`config.mk`:
```
export PLATFORM = sky130hd
export DESIGN_NAME = mrec_addr_class
export DESIGN_NICKNAME = d
export VERILOG_FILES = /design/src/common/mrec_pkg.sv /design/src/logic/mrec_addr_class.sv
export VERILOG_INCLUDE_DIRS = /design/src /design/src/common
export SDC_FILE = /design/constraint.sdc
export NUM_CORES = 1
export LEC_CHECK = 0
export ABC_CLOCK_PERIOD_IN_PS = 4100
export BUFFER_PORTS_ARGS = -buffer_cell sky130_fd_sc_hd__buf_2
export CAP_MARGIN = 10
export CORE_MARGIN = 1.5
export CORE_UTILIZATION = 40
export DETAILED_ROUTE_END_ITERATION = 6
export GPL_ROUTABILITY_DRIVEN = 0
export PLACE_DENSITY_LB_ADDON = 0.15
export SLEW_MARGIN = 20
export SYNTH_ARGS = -nofsm -noshare
export SYNTH_HDL_FRONTEND = slang
export SYNTH_SLANG_ARGS = --single-unit
```
`constraint.sdc`:
```
create_clock -name vclk -period 4.1
set_clock_uncertainty 0.2 [all_clocks]
set_input_delay 0.615 -clock vclk [all_inputs]
set_output_delay 0.615 -clock vclk [all_outputs]
set_load 0.05 [all_outputs]
```
`src/common/mrec_params.svh`:
```
// Constants for the request error checker: codes, addresses, offsets, reset values
`ifndef MREC_PARAMS_SVH
`define MREC_PARAMS_SVH
// Function codes accepted by the slave
`define MREC_FC_READ 8'h03
`define MREC_FC_DIAG 8'h08
`define MREC_FC_WRITE 8'h10
// Error codes carried in an exception reply
`define MREC_ERR_NONE 8'h00
`define MREC_ERR_FUNC 8'h01
`define MREC_ERR_ADDR 8'h02
`define MREC_ERR_COUNT 8'h03
`define MREC_ERR_LIMIT 8'h21
`define MREC_ERR_MODE 8'h22
`define MREC_ERR_UV 8'h23
`define MREC_ERR_BUSY 8'h24
`define MREC_ERR_CRC 8'h25
// Register address map of the drive
`define MREC_ADDR_ZERO 16'h0000
`define MREC_ADDR_CMD 16'h0001
`define MREC_ADDR_FREQ 16'h0002
`define MREC_ADDR_WO_HI 16'h001f
`define MREC_ADDR_RO_LO 16'h0020
`define MREC_ADDR_RO_HI 16'h004c
`define MREC_ADDR_SAVE 16'h00ff
`define MREC_ADDR_RO_PARAM 16'h010b
// Holes inside the read-only monitor zone
`define MREC_ADDR_RSV_A 16'h002c
`define MREC_ADDR_RSV_B_LO 16'h002e
`define MREC_ADDR_RSV_B_HI 16'h0030
`define MREC_ADDR_RSV_C_LO 16'h003d
`define MREC_ADDR_RSV_C_HI 16'h003f
`define MREC_GRP_FIRST 8'h01
`define MREC_GRP_HIDDEN 8'h10
// Data item count limits
`define MREC_COUNT_MIN 16'h0001
`define MREC_COUNT_MAX 16'h0002
// Source selector value that means serial communication
`define MREC_SRC_COMM 4'h5
// CRC16 engine
`define MREC_CRC_INIT 16'hffff
`define MREC_CRC_POLY 16'ha001
// Avalon register byte offsets
`define MREC_REG_SRC_SEL 5'h00
`define MREC_REG_PROTECT 5'h04
`define MREC_REG_LAST_RSP 5'h08
`define MREC_REG_IRQ_STAT 5'h0c
`define MREC_REG_IRQ_MASK 5'h10
// Field positions
`define MREC_STAT_OK 0
`define MREC_STAT_ERR 1
`define MREC_LAST_ERR_BIT 8
// Reset values
`define MREC_SRC_SEL_RST 12'h000
`define MREC_PROTECT_RST 16'h0000
`define MREC_MASK_RST 2'h0
`endif

```
`src/common/mrec_pkg.sv`:
```
// Types shared by the request error checker modules
package mrec_pkg;
	typedef logic [7:0] mrec_byte_t;
	typedef logic [15:0] mrec_word_t;
	// Outcome of the check chain: pass, then the faults highest priority first
	typedef enum logic [3:0] {
		CHK_PASS,
		CHK_CRC,
		CHK_FUNC,
		CHK_ADDR,
		CHK_COUNT,
		CHK_MODE,
		CHK_LIMIT,
		CHK_UV,
		CHK_BUSY
	} mrec_chk_e;
endpackage : mrec_pkg

```
`src/logic/mrec_addr_class.sv`:
```
// Classifies a register address into the zones of the drive map
`timescale 1ns/1ps
`include "mrec_params.svh"
module mrec_addr_class (
	input wire mrec_pkg::mrec_word_t addr,
	output logic known,
	output logic is_save,
	output logic is_wronly,
	output logic is_rdonly,
	output logic is_param,
	output logic is_hidden,
	output logic is_ro_param
);
	logic [7:0] grp_hi;
	logic [7:0] par_lo;
	logic [7:0] last_par;
	logic rd_reserved;

	// Upper byte is group plus one, lower byte the parameter number
	assign grp_hi = addr[15:8]; // RULE_16
	assign par_lo = addr[7:0]; // RULE_16

	// Highest parameter number of each group
	always_comb
	begin
		last_par = 8'h00;
		unique case (grp_hi)
			8'h01: last_par = 8'h16;
			8'h02: last_par = 8'h10;
			8'h03: last_par = 8'h22;
			8'h04: last_par = 8'h1a;
			8'h05: last_par = 8'h19;
			8'h06: last_par = 8'h24;
			8'h07: last_par = 8'h0b;
			8'h08: last_par = 8'h12;
			8'h09: last_par = 8'h06;
			8'h0a: last_par = 8'h09;
			8'h0b: last_par = 8'h09;
			8'h0c: last_par = 8'h08;
			8'h0d: last_par = 8'h16;
			8'h0e: last_par = 8'h13;
			8'h0f: last_par = 8'h0c;
			8'h10: last_par = 8'h04;
			default: last_par = 8'h00;
		endcase
	end

	// Holes inside the monitor zone read as unknown addresses
	assign rd_reserved = (addr == `MREC_ADDR_RSV_A) ||
		(addr >= `MREC_ADDR_RSV_B_LO && addr <= `MREC_ADDR_RSV_B_HI) ||
		(addr >= `MREC_ADDR_RSV_C_LO && addr <= `MREC_ADDR_RSV_C_HI); // RULE_15
	assign is_save = (addr == `MREC_ADDR_SAVE);
	assign is_wronly = (addr >= `MREC_ADDR_CMD) && (addr <= `MREC_ADDR_WO_HI);
	assign is_rdonly = (addr >= `MREC_ADDR_RO_LO) && (addr <= `MREC_ADDR_RO_HI) && !rd_reserved;
	assign is_param = (grp_hi >= `MREC_GRP_FIRST) && (grp_hi <= `MREC_GRP_HIDDEN) &&
		(par_lo <= last_par);
	assign is_hidden = is_param && (grp_hi == `MREC_GRP_HIDDEN); // RULE_17
	assign is_ro_param = (addr == `MREC_ADDR_RO_PARAM); // RULE_17
	assign known = is_save || is_wronly || is_rdonly || is_param;
endmodule : mrec_addr_class

```
---- Word level (Yosys, flattened, before mapping) ----
Memories as Yosys holds them, arrays and structs flattened.
Cells that the tools add are included.
word-level totals
  bits in registers ....................... 0
  memories kept ........................... 1
  output and inout bits ................... 7
  ROM bits ................................ 192
memories
  memory            words  width  rd ports  clocked after Yosys merged registers in  wr ports  RTL line               RTL
  (name not given)  32     6      1         0                                        0         mrec_addr_class.sv:27  unique case (grp_hi)
cells by class
  equality and inequality tests ........... 4
  mux-type cells .......................... 1
  $lt $le $gt $ge ......................... 11
  reductions and logical operators ........ 15
operator list
  operator             count
  $ge 16x6->1 const B  3
  $le 16x6->1 const B  2
  $eq 16x6->1 const B  1
  $eq 16x8->1 const B  1
  $eq 16x9->1 const B  1
  $ge 16x1->1 const B  1
  $le 16x5->1 const B  1
  $le 16x7->1 const B  1
  $eq 8x5->1 const B   1
  $ge 8x1->1 const B   1
  $le 8x5->1 const B   1
  $le 8x8->1           1
  $logic_and 1x1->1    8
  $mux 8               1
  $logic_or 1x1->1     5
  $logic_not 3->1      1
  $logic_not 1->1      1

---- Longest topological paths before layout ----
  depth after elaboration ................. 8
  mapped depth ............................ 14

---- Worst setup path after synthesis ----
OpenSTA, ideal clock, no wires.
  path type ............................... in2out
  start point ............................. input addr[8]
  end point ............................... output is_hidden
  path buffers ............................ 0
  data required time ...................... 3.285 ns
  path slack .............................. -1.377 ns
  stages .................................. 14
  data arrival time ....................... 4.662 ns
  path through ............................ inv_1 -> ha_1 -> nand2_1 -> o21ai_0 -> nand2_1 -> o21ai_0 -> nand2_1 -> ha_1 -> nor2b_1 -> o21a_1 -> o21ai_0 -> a21oi_1 -> a2111oi_1 -> and3_1
on the way
  longest elaborated chain between the ends .. 5
ends and longest elaborated chain
  what                   RTL line               RTL
  from (decl)            mrec_addr_class.sv:5   input wire mrec_pkg::mrec_word_t addr,
  $mem_v2 32x6           -
  $mux 8                 mrec_addr_class.sv:27
  $le 8x8->1             mrec_addr_class.sv:56  (par_lo <= last_par);
  $logic_and 1x1->1 (*)  mrec_addr_class.sv:55  assign is_param = (grp_hi >= `MREC_GRP_FIRST) && (grp_hi <= `MREC_GRP_HIDDEN) &&
  net is_param           mrec_addr_class.sv:10  output logic is_param,
  $logic_and 1x1->1 (*)  mrec_addr_class.sv:57  assign is_hidden = is_param && (grp_hi == `MREC_GRP_HIDDEN);
  to (decl)              mrec_addr_class.sv:11  output logic is_hidden,
The timed path passes the listed nets; every way through them passes the cells marked *.

---- Worst setup path after layout ----
  start point ............................. input addr[9]
  end point ............................... output known
on the way
  longest elaborated chain between the ends .. 8
ends and longest elaborated chain
  what                                                RTL line               RTL
  branches (longest 7 deep; another with $le 8x8->1)  -
  $logic_or 1x1->1 (*)                                mrec_addr_class.sv:59  assign known = is_save || is_wronly || is_rdonly || is_param;
  to (decl)                                           mrec_addr_class.sv:6   output logic known,
Every way passes the cells marked *.

==> impl_results.md <==
- Met1 Routed Length: 904 um
- Synth Net Count: 128
- Delay of the slowest cell on the worst path: 0.39 ns
- Antenna violations before repair: 0
- Min-delay src: addr[7]
- Hold Path End: is_save
- Timing-limited maximum frequency: 0.2590 GHz
- ANT nets after route: 0
- Sequential cell area fraction in the yosys report: 0%
- Portion of total power attributed to combinational logic: 100.0%
- Leakage: 0.3782 nW
- X dimension of the die: 45.15 um
- Height of the chip: 45.15 um
- WL met2: 964 um
- Crit end category: output port
- Count of vias placed by the detailed router: 845
- Final HPWL from detailed placement: 1623 um
- First-pass DRT Iterations: 4
- Post-synth cell types: 34
- Violation count after the first detailed-routing iteration: 9
- Detail-routed via count per cell: 6.079
- Area taken by flip-flops and latches: 0 um^2
- Number of hold violations in the final report: 0
- CP top delay family: simple AND/OR/NAND/NOR gates
- Transition time at the pin with the least slew margin: 0.4064 ns
- Syn Inst Count: 100
- Crit path arrival time: 3.05 ns
- Slowest cell on crit path: or4_1
- Number of placement rows: 15
- Final standard cell utilization of the core: 51.78%
- Area added between synthesis and finish: 23.06%
- Setup violations, final: 0
- Proportion of layout cells with a drive suffix above 1: 27.87%
- Area of the die: 2039 um^2
- Cell repeated most along the worst path: nand2_1
- Diodes inserted: 0
- Global router's overall resource usage: 19.51%
- Count of max-cap constraint violations: 0
- CP Data Required Time: 3.28 ns
- Ys Warns: 0
- Clock tree buffer count of the final layout: 0
- Final slew viol count: 0
- Largest net degree at the start of global routing: 14
- Routed wl met3: 75 um
- Startpoint Class: input pin
- Clk pwr share: 0%
- Switching power: 39.31 uW
- Count of sequential standard cells: 0
- Number of remaining DRC errors: 0
- Total power density per cell area: 73.49 nW/um^2
- Quantity of hold-fixing buffers added after cts: 0
- Cells along the critical path: buf_2 > inv_1 > ha_1 > nand2_1 > o21ai_0 > nand2_1 > o21ai_0 > nand2_1 > ha_1 > nor2b_1 > o21a_1 > o21ai_1 > a21oi_2 > a2111oi_4 > or4_1 > buf_2
- Nets: 152
- Proportion of total power due to net switching: 61.17%
- Routed length per placed instance: 13.99 um
- Flop pwr share: 0%
- First-pass GRT wire length: 3174 um
- Total length of routed wires: 1944 um
- CP Class: in2out
- Area of the core: 1689 um^2
- Vias in the first global route: 742
- Status: completed
- Cell count of the worst hold path: 4
- Total of buffers placed on input and output ports: 23
- Overall Power: 64.27 uW
- Effective utilization at floorplan: 42.07%
- Post-synth design cell area: 710.7 um^2
- Final global-route overflow total: 0
- Slew headroom: 72.70%
- Internal power of the cells: 24.96 uW
- Worst VDD drop: 42.24 uV
- Highest layer used for signal routing: met3
- Worst-path maximum fanout: 7
- Number of buffers and inverters on the critical path: 3
- Count of pins on the block boundary: 23
- Post-synthesis area per instance: 7.107 um^2
- Min-Delay Path Class: in2out
- Final critical-path share of the clock period: 94.18%
- Shortest clock period the worst path allows after layout: 3.862 ns
==> synth_stat cells <==
| cell | number | area, um^2 |
|---|---|---|
| nor4_2 | 1 | 12.51 |
| a211oi_1 | 2 | 15.01 |
| o21a_1 | 2 | 15.01 |
| or4_1 | 1 | 7.510 |
| a41oi_1 | 2 | 17.52 |
| a2111oi_1 | 1 | 10.01 |
| o22ai_1 | 1 | 6.260 |
| nor4_4 | 1 | 21.27 |
| nor4_1 | 2 | 12.51 |
| nor3b_2 | 1 | 12.51 |
| o32ai_1 | 1 | 8.760 |
| o311a_1 | 1 | 10.01 |
| or2_2 | 1 | 6.260 |
| nand3_1 | 3 | 15.01 |
| or2_0 | 1 | 6.260 |
| ha_1 | 12 | 150.1 |
| and3_1 | 4 | 25.02 |
| clkbuf_1 | 2 | 7.510 |
| or3_1 | 2 | 12.51 |
| nor2b_1 | 3 | 18.77 |
| o211ai_1 | 3 | 22.52 |
| a31oi_1 | 2 | 12.51 |
| nor2_4 | 1 | 11.26 |
| nor3_1 | 5 | 25.02 |
| o21ai_0 | 6 | 30.03 |
| mux2i_1 | 6 | 60.06 |
| nand2_1 | 11 | 41.29 |
| buf_6 | 1 | 11.26 |
| nor2_1 | 4 | 15.01 |
| nand2b_1 | 2 | 12.51 |
| inv_1 | 4 | 15.01 |
| nand4_1 | 5 | 31.28 |
| nand3b_1 | 1 | 7.510 |
| a21oi_1 | 5 | 25.02 |
==> metrics by stage <==
| step | hold slack (ns) | cells | worst slack [ns] | setup TNS, ns | area (um^2) |
|---|---|---|---|---|---|
| global route | 1.528 | 139 | -0.009647 | -0.01562 | 874.6 |
| global placement | 1.490 | 139 | 0.1844 | 0 | 868.3 |
| floorplan | 1.159 | 100 | 0.01591 | 0 | 735.7 |
| finish | 1.494 | 139 | 0.2384 | 0 | 874.6 |
| detailed placement | 1.497 | 139 | 0.1275 | 0 | 868.3 |
| CTS | 1.494 | 139 | 0.1262 | 0 | 868.3 |
==> cells in the final DEF, fill, tap and decap left out, types with 2 or more instances in the layout <==
cell / n
mux2i_1: 6
a211oi_1: 2
and3_1: 3
nand2_1: 11
o21a_1: 2
buf_4: 3
nor2_1: 4
ha_1: 12
or3_1: 2
nor4_2: 2
nand4_1: 5
o21ai_0: 5
nor2b_1: 3
nand2b_1: 2
o211ai_1: 3
inv_1: 4
a21oi_1: 4
a31oi_1: 2
buf_2: 22
nor3_1: 5
nand3_1: 3
a41oi_1: 2
==> worst max path at each step <==
stage	depth (start not counted)	end	from
6_report	16	known	addr[9]
5_1_grt	16	is_hidden	addr[9]
4_1_cts	16	is_hidden	addr[9]
3_5_place_dp	16	is_hidden	addr[9]
3_3_place_gp	16	is_hidden	addr[9]
2_1_floorplan	14	known	addr[8]
==> power groups by stage <==
stage / Combinational (mW) / Sequential, mW / Clock (mW)
floorplan: 0.0376 / 0 / 0
global placement: 0.0620 / 0 / 0
detailed placement: 0.0633 / 0 / 0
CTS: 0.0635 / 0 / 0
global route: 0.0719 / 0 / 0
finish: 0.0643 / 0 / 0
==> cell type report <==
cell class | count | area [um^2]
tap | 17 | 21.27
multi-input combinational | 93 | 705.7
fill | 176 | 814.5
timing repair buffer | 25 | 132.6
inverter | 4 | 15.01
==> per-layer routing <==
metal | track usage (%) | vias up
met3 | 0.4000 | 0
met1 | 26.19 | 386
met4 | 0 | 0
met2 | 36.57 | 23
li1 | - | 436
met5 | 0 | -
==> cell families after synthesis <==
kind of cell	after synthesis	share of synthesized area (%)
mux	6	8.451
compound gates	26	24.29
simple gates	49	41.37
buf+inv	7	4.753
fa+ha+maj	12	21.13
==> what timing repair did <==
| item | in CTS | in global routing |
|---|---|---|
| endpoints found under the hold margin | 0 | 0 |
| setup endpoints to repair | 0 | 2 |
| resized for setup | 0 | 4 |
| setup buffers | 0 | 0 |
(Power assumes the default switching activity.)
